File: config.mk
export PLATFORM = sky130hd
export DESIGN_NAME = scr_regs
export DESIGN_NICKNAME = d
export VERILOG_FILES = /design/src/scr_pkg.sv /design/src/scr_regs.sv
export VERILOG_INCLUDE_DIRS = /design/src
export SDC_FILE = /design/constraint.sdc
export NUM_CORES = 1
export LEC_CHECK = 0
export BUFFER_PORTS_ARGS = -buffer_cell sky130_fd_sc_hd__buf_2
export CORE_UTILIZATION = 55
export DETAILED_ROUTE_END_ITERATION = 10
export PLACE_DENSITY = 0.73
export SLEW_MARGIN = 15
export SYNTH_ARGS = -nofsm -noshare
export SYNTH_HDL_FRONTEND = slang
export SYNTH_SLANG_ARGS = --single-unit
File: constraint.sdc
create_clock -name clk -period 9.2 [get_ports clk]
set_clock_uncertainty 0.1 [all_clocks]
set_input_delay 1.38 -clock clk [delete_from_list [all_inputs] [get_ports clk]]
set_output_delay 1.38 -clock clk [all_outputs]
set_load 0.01 [all_outputs]
File: src/scr_cfg.svh
// Purpose: Constants for the config register bank, registers 4 to 7
// Assumes: 32-bit words, select code in the four low bits
// Notes:   Lock counts are in phase detector cycles
`ifndef SCR_CFG_SVH
`define SCR_CFG_SVH
// ==========================================================
// Register select codes
`define SCR_SEL_R0       4'h0
`define SCR_SEL_R4       4'h4
`define SCR_SEL_R5       4'h5
`define SCR_SEL_R6       4'h6
`define SCR_SEL_R7       4'h7
// ==========================================================
// Register 4 fields
`define SCR_R4_MUX_HI    29
`define SCR_R4_MUX_LO    27
`define SCR_R4_DBL       26
`define SCR_R4_HALF      25
`define SCR_R4_DBUF      14
`define SCR_R4_LEVEL     8
`define SCR_R4_POL       7
`define SCR_R4_PDOWN     6
`define SCR_R4_TRI       5
`define SCR_R4_CRST      4
// ==========================================================
// Register 6 fields
`define SCR_R6_GBLEED    30
`define SCR_R6_NBLEED    29
`define SCR_R6_FBSEL     24
`define SCR_R6_DIV_HI    23
`define SCR_R6_DIV_LO    21
`define SCR_R6_MUTE      11
`define SCR_R6_OUTB_DIS  10
`define SCR_R6_OUTA_EN   6
`define SCR_R6_PWR_HI    5
`define SCR_R6_PWR_LO    4
// ==========================================================
// Register 7 fields
`define SCR_R7_EDGE      27
`define SCR_R7_SYNC      25
`define SCR_R7_LDC_HI    9
`define SCR_R7_LDC_LO    8
// ==========================================================
// Reset values and lock counts
`define SCR_REG_RESET    32'h0000_0000
`define SCR_LOCK_CNT0    16'h0400
`define SCR_LOCK_CNT1    16'h0800
`define SCR_LOCK_CNT2    16'h1000
`define SCR_LOCK_CNT3    16'h2000
`endif

File: src/scr_pkg.sv
// Purpose: Types for the config register bank
// Assumes: Constants live in scr_cfg.svh
// Notes:   Control bundle is registered in the top module
package scr_pkg;
  typedef struct packed {
    logic [2:0] probe_mux_sel;
    logic       probe_level_3v3;
    logic       pd_positive;
    logic       pump_hiz;
    logic       counters_reset;
    logic       vco_power_down;
    logic       bleed_on;
    logic       negative_bleed_en;
    logic       feedback_from_vco;
    logic [2:0] out_div_sel;
    logic       out_stage_supply;
    logic       outa_on;
    logic       outb_on;
    logic [1:0] outa_power_level;
  } scr_ctrl_type;
endpackage

File: src/scr_regs.sv
// Purpose: Serial-loaded registers 4 to 7 and their control logic
// Assumes: Serial pins and reference are slow against clk
// Notes:   Ref edges are seen after the pin synchroniser delay
`include "scr_cfg.svh"
`timescale 1ns/1ns
`default_nettype none
// Summary of operation
// [RULE_01] Select codes 4, 6, 7 route words
// [RULE_02] Host writes zeros in register 4 top bits
// [RULE_03] Host avoids divider probes during register 0 writes
// [RULE_04] Doubler off: falling edges; on: both edges
// [RULE_05] Halver adds toggle for 50% duty reference
// [RULE_06] Ten-bit R counter divides 1 to 1023
// [RULE_07] Register 4 bit double-buffers divider select
// [RULE_08] Probe level: 0 is 1.8 V, 1 is 3.3 V
// [RULE_09] Polarity bit: 1 positive, 0 negative
// [RULE_10] Power-down stops loop, keeps registers, accepts writes
// [RULE_11] Pump tristate bit puts pump high impedance
// [RULE_12] Counter reset bit holds N, R, band select
// [RULE_13] Host writes register 5 with fixed word
// [RULE_14] Gated bleed keeps bleed off until lock
// [RULE_15] Host controls negative bleed within its limits
// [RULE_16] Feedback select: 1 oscillator, 0 divider chain
// [RULE_17] Divider select bits pick output divider ratio
// [RULE_18] Mute-until-lock cuts output supply before lock
// [RULE_19] Output B bit is active low enable
// [RULE_20] Output A enable bit and power field
// [RULE_21] Load sync aligns load to chosen ref edge
// [RULE_22] Lock count field sets consecutive cycles needed
// [RULE_23] Double-buffered fields apply on register 0 write
// [RULE_24] Word shifted MSB first, latched on load rise
module scr_regs
#(
  parameter int RW = 10
)
(
  input  wire logic                 clk,
  input  wire logic                 reset,
  input  wire logic                 ser_clk,
  input  wire logic                 ser_data,
  input  wire logic                 load_strobe,
  input  wire logic                 ref_in,
  input  wire logic [RW-1:0]        r_count_ratio,
  input  wire logic                 pd_cycle_ok,
  input  wire logic                 pd_cycle_bad,
  output logic                      pd_ref_clk,
  output logic                      lock_detect,
  output logic                      reg0_written,
  output scr_pkg::scr_ctrl_type     ctrl
);
  // ==========================================================
  // Pin synchronisers
  localparam int NP = 4;
  // Load pin idles high; clearing it here would fake a load rise
  localparam logic [NP-1:0] PIN_IDLE = 4'h4;
  logic [NP-1:0] pin_raw;
  logic [NP-1:0] pin_s1_q;
  logic [NP-1:0] pin_s2_q;
  logic [NP-1:0] pin_s3_q;
  assign pin_raw = {ref_in, load_strobe, ser_data, ser_clk};
  genvar g;
  generate
    for (g = 0; g < NP; g++)
    begin : g_sync
      always_ff @(posedge clk)
      begin
        if (reset)
        begin
          pin_s1_q[g] <= PIN_IDLE[g];
          pin_s2_q[g] <= PIN_IDLE[g];
          pin_s3_q[g] <= PIN_IDLE[g];
        end
        else
        begin
          pin_s1_q[g] <= pin_raw[g];
          pin_s2_q[g] <= pin_s1_q[g];
          pin_s3_q[g] <= pin_s2_q[g];
        end
      end
    end
  endgenerate
  logic sclk_rise;
  logic sdata;
  logic le_low;
  logic le_rise;
  logic ref_rise;
  logic ref_fall;
  assign sclk_rise = pin_s2_q[0] & ~pin_s3_q[0];
  assign sdata     = pin_s3_q[1];
  assign le_low    = ~pin_s3_q[2];
  assign le_rise   = pin_s2_q[2] & ~pin_s3_q[2];
  assign ref_rise  = pin_s2_q[3] & ~pin_s3_q[3];
  assign ref_fall  = ~pin_s2_q[3] & pin_s3_q[3];
  // ==========================================================
  // Serial shift register
  logic [31:0] shift_q;
  always_ff @(posedge clk)
  begin
    if (reset)
      shift_q <= 32'h0000_0000;
    else if (sclk_rise && le_low)
      shift_q <= {shift_q[30:0], sdata}; // RULE_24
  end
  // ==========================================================
  // Load enable, optionally held for a reference edge
  logic [31:0] reg4_q;
  logic [31:0] reg5_q;
  logic [31:0] reg6_q;
  logic [31:0] reg7_q;
  logic [31:0] word_q;
  logic        pend_q;
  logic        sync_on;
  logic        sync_edge;
  logic        commit;
  logic [31:0] cword;
  assign sync_on   = reg7_q[`SCR_R7_SYNC];
  // Edge select only counts while sync is on; 1 picks rising
  assign sync_edge = reg7_q[`SCR_R7_EDGE] ? ref_rise : ref_fall;
  assign commit    = sync_on ? (pend_q && sync_edge)
                             : le_rise; // RULE_21
  assign cword     = sync_on ? word_q : shift_q;
  always_ff @(posedge clk)
  begin
    if (reset)
    begin
      pend_q <= 1'b0;
      word_q <= 32'h0000_0000;
    end
    else if (le_rise && sync_on)
    begin
      pend_q <= 1'b1; // RULE_21
      word_q <= shift_q; // RULE_24
    end
    else if (commit)
      pend_q <= 1'b0;
  end
  function automatic logic hit(input logic [31:0] w,
                               input logic [3:0]  sel);
    hit = (w[3:0] == sel);
  endfunction
  // ==========================================================
  // Register file; power-down never blocks loading
  always_ff @(posedge clk)
  begin
    if (reset)
    begin
      reg4_q <= `SCR_REG_RESET;
      reg5_q <= `SCR_REG_RESET;
      reg6_q <= `SCR_REG_RESET;
      reg7_q <= `SCR_REG_RESET;
    end
    else if (commit)
    begin
      if (hit(cword, `SCR_SEL_R4))
        reg4_q <= cword; // RULE_01 RULE_10
      if (hit(cword, `SCR_SEL_R5))
        reg5_q <= cword;
      if (hit(cword, `SCR_SEL_R6))
        reg6_q <= cword; // RULE_01
      if (hit(cword, `SCR_SEL_R7))
        reg7_q <= cword; // RULE_01
    end
  end
  // ==========================================================
  // Divider select double buffer
  logic [2:0] div_act_q;
  logic       r0_hit;
  logic       r0_q;
  assign r0_hit = commit && hit(cword, `SCR_SEL_R0);
  always_ff @(posedge clk)
  begin
    if (reset)
    begin
      div_act_q <= 3'h0;
      r0_q      <= 1'b0;
    end
    else
    begin
      r0_q <= r0_hit;
      if (!reg4_q[`SCR_R4_DBUF])
        div_act_q <= reg6_q[`SCR_R6_DIV_HI:`SCR_R6_DIV_LO]; // RULE_07
      else if (r0_hit)
        div_act_q <= reg6_q[`SCR_R6_DIV_HI:`SCR_R6_DIV_LO]; // RULE_23
    end
  end
  assign reg0_written = r0_q;
  // ==========================================================
  // Reference path: doubler, R counter, halver
  logic          pdown;
  logic          crst;
  logic          ref_evt;
  logic [RW-1:0] rcnt_q;
  logic          rout;
  logic          half_q;
  logic          rpulse_q;
  assign pdown   = reg4_q[`SCR_R4_PDOWN];
  assign crst    = reg4_q[`SCR_R4_CRST];
  assign ref_evt = reg4_q[`SCR_R4_DBL] ? (ref_rise | ref_fall)
                                       : ref_fall; // RULE_04
  // A ratio of zero is treated as one so the counter never stalls
  assign rout    = ref_evt &&
                   (rcnt_q + RW'(1) >= r_count_ratio); // RULE_06
  always_ff @(posedge clk)
  begin
    if (reset || crst || pdown)
    begin
      rcnt_q   <= '0; // RULE_12 RULE_10
      half_q   <= 1'b0;
      rpulse_q <= 1'b0;
    end
    else
    begin
      rpulse_q <= rout;
      if (rout)
      begin
        rcnt_q <= '0; // RULE_06
        half_q <= ~half_q; // RULE_05
      end
      else if (ref_evt)
        rcnt_q <= rcnt_q + RW'(1);
    end
  end
  always_ff @(posedge clk)
  begin
    if (reset)
      pd_ref_clk <= 1'b0;
    else if (reg4_q[`SCR_R4_HALF])
      pd_ref_clk <= half_q; // RULE_05
    else
      pd_ref_clk <= rpulse_q;
  end
  // ==========================================================
  // Lock detector on phase detector cycle verdicts
  logic [15:0] lcnt_q;
  logic [15:0] lneed;
  logic        lock_q;
  always_comb
  begin
    unique case (reg7_q[`SCR_R7_LDC_HI:`SCR_R7_LDC_LO]) // RULE_22
      2'h0: lneed = `SCR_LOCK_CNT0;
      2'h1: lneed = `SCR_LOCK_CNT1;
      2'h2: lneed = `SCR_LOCK_CNT2;
      2'h3: lneed = `SCR_LOCK_CNT3;
    endcase
  end
  always_ff @(posedge clk)
  begin
    if (reset || pdown || crst)
    begin
      lcnt_q <= 16'h0000; // RULE_10
      lock_q <= 1'b0;
    end
    else if (pd_cycle_bad)
    begin
      lcnt_q <= 16'h0000;
      lock_q <= 1'b0;
    end
    else if (pd_cycle_ok && !lock_q)
    begin
      if (lcnt_q + 16'h0001 >= lneed)
        lock_q <= 1'b1; // RULE_22
      else
        lcnt_q <= lcnt_q + 16'h0001;
    end
  end
  assign lock_detect = lock_q;
  // ==========================================================
  // Registered control outputs
  scr_pkg::scr_ctrl_type ctrl_d;
  scr_pkg::scr_ctrl_type ctrl_q;
  always_comb
  begin
    ctrl_d = '0;
    ctrl_d.probe_mux_sel     = reg4_q[`SCR_R4_MUX_HI:`SCR_R4_MUX_LO];
    ctrl_d.probe_level_3v3   = reg4_q[`SCR_R4_LEVEL]; // RULE_08
    ctrl_d.pd_positive       = reg4_q[`SCR_R4_POL]; // RULE_09
    ctrl_d.pump_hiz          = reg4_q[`SCR_R4_TRI] | pdown; // RULE_11
    ctrl_d.counters_reset    = crst | pdown; // RULE_12
    ctrl_d.vco_power_down    = pdown; // RULE_10
    ctrl_d.bleed_on          = ~reg6_q[`SCR_R6_GBLEED] | lock_q; // RULE_14
    ctrl_d.negative_bleed_en = reg6_q[`SCR_R6_NBLEED];
    ctrl_d.feedback_from_vco = reg6_q[`SCR_R6_FBSEL]; // RULE_16
    ctrl_d.out_div_sel       = div_act_q; // RULE_17
    ctrl_d.out_stage_supply  = ~pdown &
                  (~reg6_q[`SCR_R6_MUTE] | lock_q); // RULE_18
    ctrl_d.outb_on = ~reg6_q[`SCR_R6_OUTB_DIS] & ~pdown; // RULE_19
    ctrl_d.outa_on = reg6_q[`SCR_R6_OUTA_EN] & ~pdown; // RULE_20
    ctrl_d.outa_power_level =
      reg6_q[`SCR_R6_PWR_HI:`SCR_R6_PWR_LO]; // RULE_20
  end
  always_ff @(posedge clk)
  begin
    if (reset)
      ctrl_q <= '0;
    else
      ctrl_q <= ctrl_d;
  end
  assign ctrl = ctrl_q;
endmodule
`default_nettype wire

==> results of run 1 <==
[layout make-up]
type                    count  area, µm²
clock inverters            11        103
fillers                   894       3950
inverters                  15       56.3
flip-flops and latches    146       2920
repair buffers             41        213
clock buffers              21        459
multi-input cells         497       2910
well taps                 140        175
[cell usage in the layout, fill, tap and decap left out, drive strengths merged, types with 11 or more instances in the layout]
master / count
ha: 19
nor2b: 23
mux2i: 35
dfxtp: 146
nand3: 13
a211oi: 11
xnor2: 15
nand2: 132
clkbuf: 21
nor2: 73
or4: 12
a21oi: 74
inv: 18
buf: 41
[registers in the layout (all words and copies together), names as in the netlist, 3 cells and up]
name	flops
rcnt_q	10
reg6_q	11
ctrl	19
pin_s2_q	4
reg4_q	11
reg7_q	4
div_act_q	3
lcnt_q	16
pin_s1_q	4
word_q	23
pin_s3_q	3
shift_q	31
[where the power goes]
part	total (W)	internal, W	switching, W	leakage [nW]
Clock	0.000642	0.000381	0.000261	0.271
Combinational	0.0000264	0.00000844	0.0000179	1.18
Sequential	0.000638	0.000636	0.00000192	1.18
[worst paths after layout]
path,from,endpoint,slack (ns),cells after the start
hold reg to reg,pin_s1_q[2],pin_s2_q[2],0.31,1
setup / recovery,lcnt_q[0],lcnt_q[8],5.17,12
setup reg to reg,lcnt_q[0],lcnt_q[8],5.17,12
hold / removal,pin_s1_q[2],pin_s2_q[2],0.31,1
[cells in the mapped netlist (2+ instances only)]
library cell    n  area, µm²
inv_1          15       56.3
or2_2           6       37.5
a21oi_1        74        370
buf_6           2       22.5
buf_1           4       15.0
nand3_1        12       60.1
or4_1          11       82.6
nand2b_1        8       50.1
a21o_1          4       30.0
xor2_1          9       78.8
and3_1          3       18.8
o31ai_1         2       15.0
a41oi_1         2       17.5
mux2_2          3       33.8
and2_1          3       18.8
o21ai_1         4       20.0
clkbuf_1       31        116
nand4_2         2       25.0
mux2i_1        35        350
or3_1           5       31.3
o21ai_0         5       25.0
a211oi_1       10       75.1
dfxtp_1       146       2920
nand4_1         5       31.3
ha_1           19        238
nor3_1          7       35.0
nand2_1       132        495
nor2b_1        23        144
o211ai_1        8       60.1
xnor2_1        15        131
nor2_1         73        274
[critical path, cell delays in order, from the launching register on]
cell      delay [ns]
dfxtp_1         0.52
ha_1            0.35
nand2_1         0.17
nor3_1          0.34
nand3_1         0.19
xnor2_1         0.17
ha_1            0.31
o21ai_0         0.07
or2b_2          0.33
a211oi_4        0.27
nand4_2         0.46
or4_1           0.62
nand2_1         0.07
[logic make-up (layout without fill, tap and decap cells)]
group           Yosys count  after routing  share of synthesized area (%)
compound gates          117            117                           11.5
xor+xnor                 24             24                           3.46
fa+ha+maj                19             19                           3.91
buf+inv                  55             88                           4.00
flops                   146            146                           48.1
mux                      38             38                           6.32
simple gates            299            299                           22.7
[metrics by stage]
stage          setup slack (ns)  instances
2_1_floorplan              5.91        698
3_3_place_gp               5.38        839
3_5_place_dp               5.27        839
4_1_cts                    5.21        871
5_1_grt                    4.90        871
6_report                   5.17        871
[layer usage]
layer,global-route usage (%),vias to the layer above,share of wire [%],wire (µm)
met2,35.6,107,47,5410
met5,0,-,0,0
met4,8.22,0,1.5,170
met3,6.20,15,4.6,523
li1,-,2402,-,-
met1,25.7,2169,47,5320
==> run_results.csv, run 1 <==
group,metric,value,unit
power_and_ir_drop,total_power,0.00131,W
detailed_routing,viasPerCell,5.39,
sta,report.final.slew_viol_count,0,
clock_network,worst_setup_hold_path_clk_slew,0.06,ns
clock_network,post-cts-setup-buffers,0,
detailed_routing,route.vias.total,4693,
status,run_status,"completed",
global_route,grt_antenna_before_repair,0,
sta,slew_headroom,24.8,%
detailed_routing,postRouteAntennaNets,0,
sta,finalHoldViolations,0,
setup_path,critPathKind,"reg -> reg",
sta,setup-tns-final,0,ns
detailed_routing,drc,0,
sta,grt_setup_unrepaired,"no",
placement,hpwlAfterDp,7230,µm
synth,post_synth_inst_count,698,
die,rows,38,
global_route,track_usage,21.3,%
sta,timing.fmax,248,MHz
setup_path,critical_path.max_fanout,23,
detailed_routing,routed_wl,11400,µm
final_layout,final_design_area_no_fill,6840,µm²
synth,post_synthesis_instance_area,6070,µm²
clock_network,cts_tree,"built",
placement,buffer_ports.inserted,39,
power_and_ir_drop,power.leakage,2.63,nW
final_layout,post_route_cells_drive_above_1_share,12.3,%
setup_path,cp.required,9.56,ns
final_layout,n_antenna_cell,0,
die,die-area,11500,µm²
die,num_io_pins,40,
power_and_ir_drop,pwr_density_cell,191,nW/µm²
placement,gpl.final_weighted_congestion,0.857,
global_route,grt_start_max_net_pins,120,
synth,synthesis.yosys.warnings,0,
synth,ys_seq_elements,146,
placement,placed_cell_area,6280,µm²
synth,synth-async-reset-ratio,0,%
sta,max_slew.worst_pin.slew,1.13,ns
sta,period_needed,4.03,ns
detailed_routing,first_iter_violations,259,
final_layout,final_nets,755,
sta,hold_ws,0.307,ns
synth,synth-edff-count,0,
sta,timing.final.crit_share,43.8,%
die,floorplan.die.height,107,µm
setup_path,critPathCaptureType,"register",
clock_network,cts_root_buffer,"clkbuf_8",
die,die_w,107,µm
synth,sequential_fraction_of_the_synthesis_area,48.1,%
global_route,global_route.overflow_total,0,
die,floorplan.initialDensity,56.3,%
clock_network,cts-buffers-inserted,17,
die,core-area,10800,µm²
synth,synth.distinct_cells,51,
clock_network,cts.sink_count,146,
setup_path,worstPathArrival,4.40,ns
synth,synthesis.area_per_instance,8.70,µm²
clock_network,hold_buffers,0,
sta,timing.final.setup_violations,0,
synth,most_used_flip_flop_cell_after_synthesis,"dfxtp_1",
clock_network,clk_latency,0.53,ns
worst_hold_path,min_path_type,"reg -> reg",
global_route,grt_pass1_vias,4348,
final_layout,area.growth.synth_to_final,12.6,%
detailed_routing,first_pass_iteration_count_of_the_detailed_router,6,
global_route,grt_pass1_wl,19300,µm
clock_network,h-tree-depth,4,
final_layout,finish.utilization,63.4,%
detailed_routing,post_drt_wl_per_cell,13.1,µm
setup_path,critical_path.startpoint_type,"register",
clock_network,cts_buffer_depth,2,
synth,synth_fp_nets,735,
job,cap_violations,0,
clock_network,cts-resized-gates,0,
power_and_ir_drop,irDropWorstVdd,0.000155,V
(Power assumes the default switching activity.)
==> inputs of run 2 (changes only) <==
Settings changed: ABC_AREA from default to 1, CORE_UTILIZATION 55 to 54, PLACE_DENSITY 0.73 to 0.75.
Clock period 9.2 ns to 3.3 ns, I/O delays scaled along.
==> run_results.csv, run 2 <==
group,metric,value,unit
worst_hold_path,number_of_cells_traversed_by_the_worst_hold_path,2,
final_layout,final.fill_count,975,
final_layout,area.growth.synth_to_final,14.3,%
final_layout,n_antenna_cell,0,
worst_hold_path,hold_path_end,"pin_s1_q[2]",
clock_network,cts-resized-gates,0,
final_layout,layout.cells.most_common,"dfxtp_1",
setup_path,critical_path.max_fanout,24,
die,floorplan.die.height,110,µm
setup_path,endpoint_of_the_most_critical_register_to_register_path,"lcnt_q[11]",
global_route,grt_start_max_net_pins,48,
worst_hold_path,min_path_type,"in -> reg",
sta,setup-tns-final,0,ns
placement,hpwlAfterDp,8870,µm
final_layout,top_register,"shift_q",
detailed_routing,first_pass_iteration_count_of_the_detailed_router,5,
synth,synth-async-reset-ratio,0,%
synth,synth_top_cells_by_area,"dfxtp_1 47%, nand2_1 8.7%, inv_1 7.5%",
setup_path,critical_path.startpoint_type,"register",
sta,timing.final.setup_violations,0,
sta,period_needed,2.95,ns
clock_network,cts.sink_count,146,
die,floorplan.initialDensity,56.6,%
power_and_ir_drop,irDropWorstVdd,0.000710,V
setup_path,reg2reg_depth,16,
detailed_routing,postRouteAntennaNets,0,
global_route,global_route.overflow_total,0,
synth,synth_fp_nets,884,
synth,synthesis.area_per_instance,7.40,µm²
global_route,grt_pass1_vias,4952,
synth,post_synth_inst_count,847,
setup_path,timing.rr.start,"lcnt_q[1]",
detailed_routing,route.vias.total,5300,
global_route,grt_pass1_wl,22000,µm
placement,gpl.final_weighted_congestion,0.837,
die,die-area,12000,µm²
synth,sequential_fraction_of_the_synthesis_area,46.6,%
synth,yosys.cell_count.top_type,"dfxtp_1",
sta,grt_setup_unrepaired,"no",
final_layout,finalNonFillerCells,1030,
synth,synthDominantAreaCellType,"dfxtp_1",
job,cap_violations,0,
die,die_w,110,µm
final_layout,multi_input_gate_area,2700,µm²
setup_path,cp.required,3.51,ns
sta,report.final.slew_viol_count,0,
setup_path,worstPathArrival,3.16,ns
detailed_routing,viasPerCell,5.15,
synth,ranking_of_synthesized_cells_by_instance_count,"146 x dfxtp_1, 145 x nand2_1, 126 x inv_1, 90 x a21oi_1, 87 x o21ai_0",
synth,synthesis.yosys.warnings,0,
detailed_routing,post_drt_wl_per_cell,12.7,µm
global_route,track_usage,23.5,%
clock_network,worst_setup_hold_path_clk_slew,0.06,ns
sta,finalHoldViolations,0,
status,run_status,"completed",
clock_network,cts_buffer_depth,2,
sta,timing.fmax,339,MHz
placement,placed_cells,998,
clock_network,h-tree-depth,4,
detailed_routing,first_iter_violations,387,
final_layout,post_route_cells_drive_above_1_share,12.6,%
setup_path,critPathKind,"reg -> reg",
worst_hold_path,worstHoldStart,"load_strobe",
die,num_io_pins,40,
power_and_ir_drop,total_power,0.00402,W
synth,synth_top_area_share,46.6,%
final_layout,largest_reg_flops,31,
die,rows,38,
detailed_routing,routed_wl,13000,µm
synth,synth-edff-count,0,
die,core-area,11100,µm²
power_and_ir_drop,power.leakage,3.01,nW
final_layout,final_nets,914,
synth,post_synthesis_instance_area,6270,µm²
clock_network,post-cts-setup-buffers,0,
sta,max_slew.worst_pin.slew,0.652,ns
clock_network,cts-buffers-inserted,17,
clock_network,cts_root_buffer,"clkbuf_16",
power_and_ir_drop,pwr_density_cell,561,nW/µm²
final_layout,footprint_of_the_flip_flops_and_latches,2920,µm²
synth,most_used_flip_flop_cell_after_synthesis,"dfxtp_1",
synth,synth.distinct_cells,33,
placement,buffer_ports.inserted,39,
setup_path,critPathCaptureType,"register",
setup_path,ff2ff_setup_slack,0.35,ns
sta,timing.final.crit_share,89.4,%
final_layout,most-common-layout-cells,"146 x dfxtp_1, 144 x nand2_1, 126 x inv_1",
detailed_routing,drc,0,
clock_network,hold_buffers,0,
global_route,grt_antenna_before_repair,0,
synth,ys_seq_elements,146,
clock_network,cts_tree,"built",
clock_network,clk_latency,0.42,ns
sta,slew_headroom,56.4,%
-- run 2: critical path, cell delays in order (launching register included) --
cell     delay, ns
dfxtp_1       0.42
ha_1          0.27
nand3_2       0.12
nor2_4        0.16
nand2_1       0.10
nor3_1        0.20
xor2_1        0.16
inv_1         0.07
ha_1          0.29
nand2_1       0.06
inv_1         0.05
nand3_1       0.10
inv_1         0.07
nand2_1       0.10
nand3_4       0.27
nor2_1        0.23
nor2_2        0.05
-- run 2: metal layers --
layer / up-vias / wire length (µm) / track usage, %
met2: 120 / 6360 / 40.3
met1: 2400 / 5930 / 28.5
met5: - / 0 / 0
met3: 28 / 529 / 5.69
met4: 0 / 225 / 8.48
li1: 2752 / - / -
-- run 2: cell families after synthesis --
family	after synthesis	synth area share, %
AOI/OAI and AO/OA	197	16.4
xor gates and xnor gates	15	2.10
adders and majority gates	19	3.79
buffers and inverters	168	10.4
DFF	146	46.6
and+or+nand+nor	302	20.6
-- run 2: stage by stage --
stage,instance area (µm²),worst slack [ns],hold WS (ns),util (%)
global route,7160,0.0353,0.147,64.7
finish,7160,0.351,0.149,64.7
floorplan,6270,0.621,0.287,-
detailed placement,6550,0.298,0.298,59.1
CTS,7160,0.300,0.136,64.6
global placement,6550,0.437,0.295,59.1
-- run 2: how the worst max path moves through the flow --
stage               startpoint          to  slack, ns  depth (start not counted)
CTS                  rcnt_q[0]      half_q       0.30                         17
finish               lcnt_q[1]  lcnt_q[11]       0.35                         16
global route         rcnt_q[0]      half_q       0.04                         17
floorplan            rcnt_q[0]   rcnt_q[9]       0.62                         17
global placement     rcnt_q[0]      half_q       0.44                         17
detailed placement   rcnt_q[0]      half_q       0.30                         17
-- run 2: layout make-up --
| cell class | instances | share of cell area (%) |
|---|---|---|
| sequential | 146 | 40.8 |
| multi-input combinational | 533 | 37.6 |
| inverter | 131 | 6.86 |
| clock buffer | 18 | 6.13 |
| timing repair buffer | 48 | 3.67 |
| clock inverter | 14 | 2.48 |
| tap | 140 | 2.44 |
-- run 2: power breakdown --
group / leakage (nW) / total (W) / internal, W / switching [W]
sequential: 1.18 / 0.00181 / 0.00179 / 0.0000203
clock: 0.290 / 0.00198 / 0.00122 / 0.000764
combinational: 1.54 / 0.000231 / 0.0000768 / 0.000154
total: 3.01 / 0.00402 / 0.00308 / 0.000938
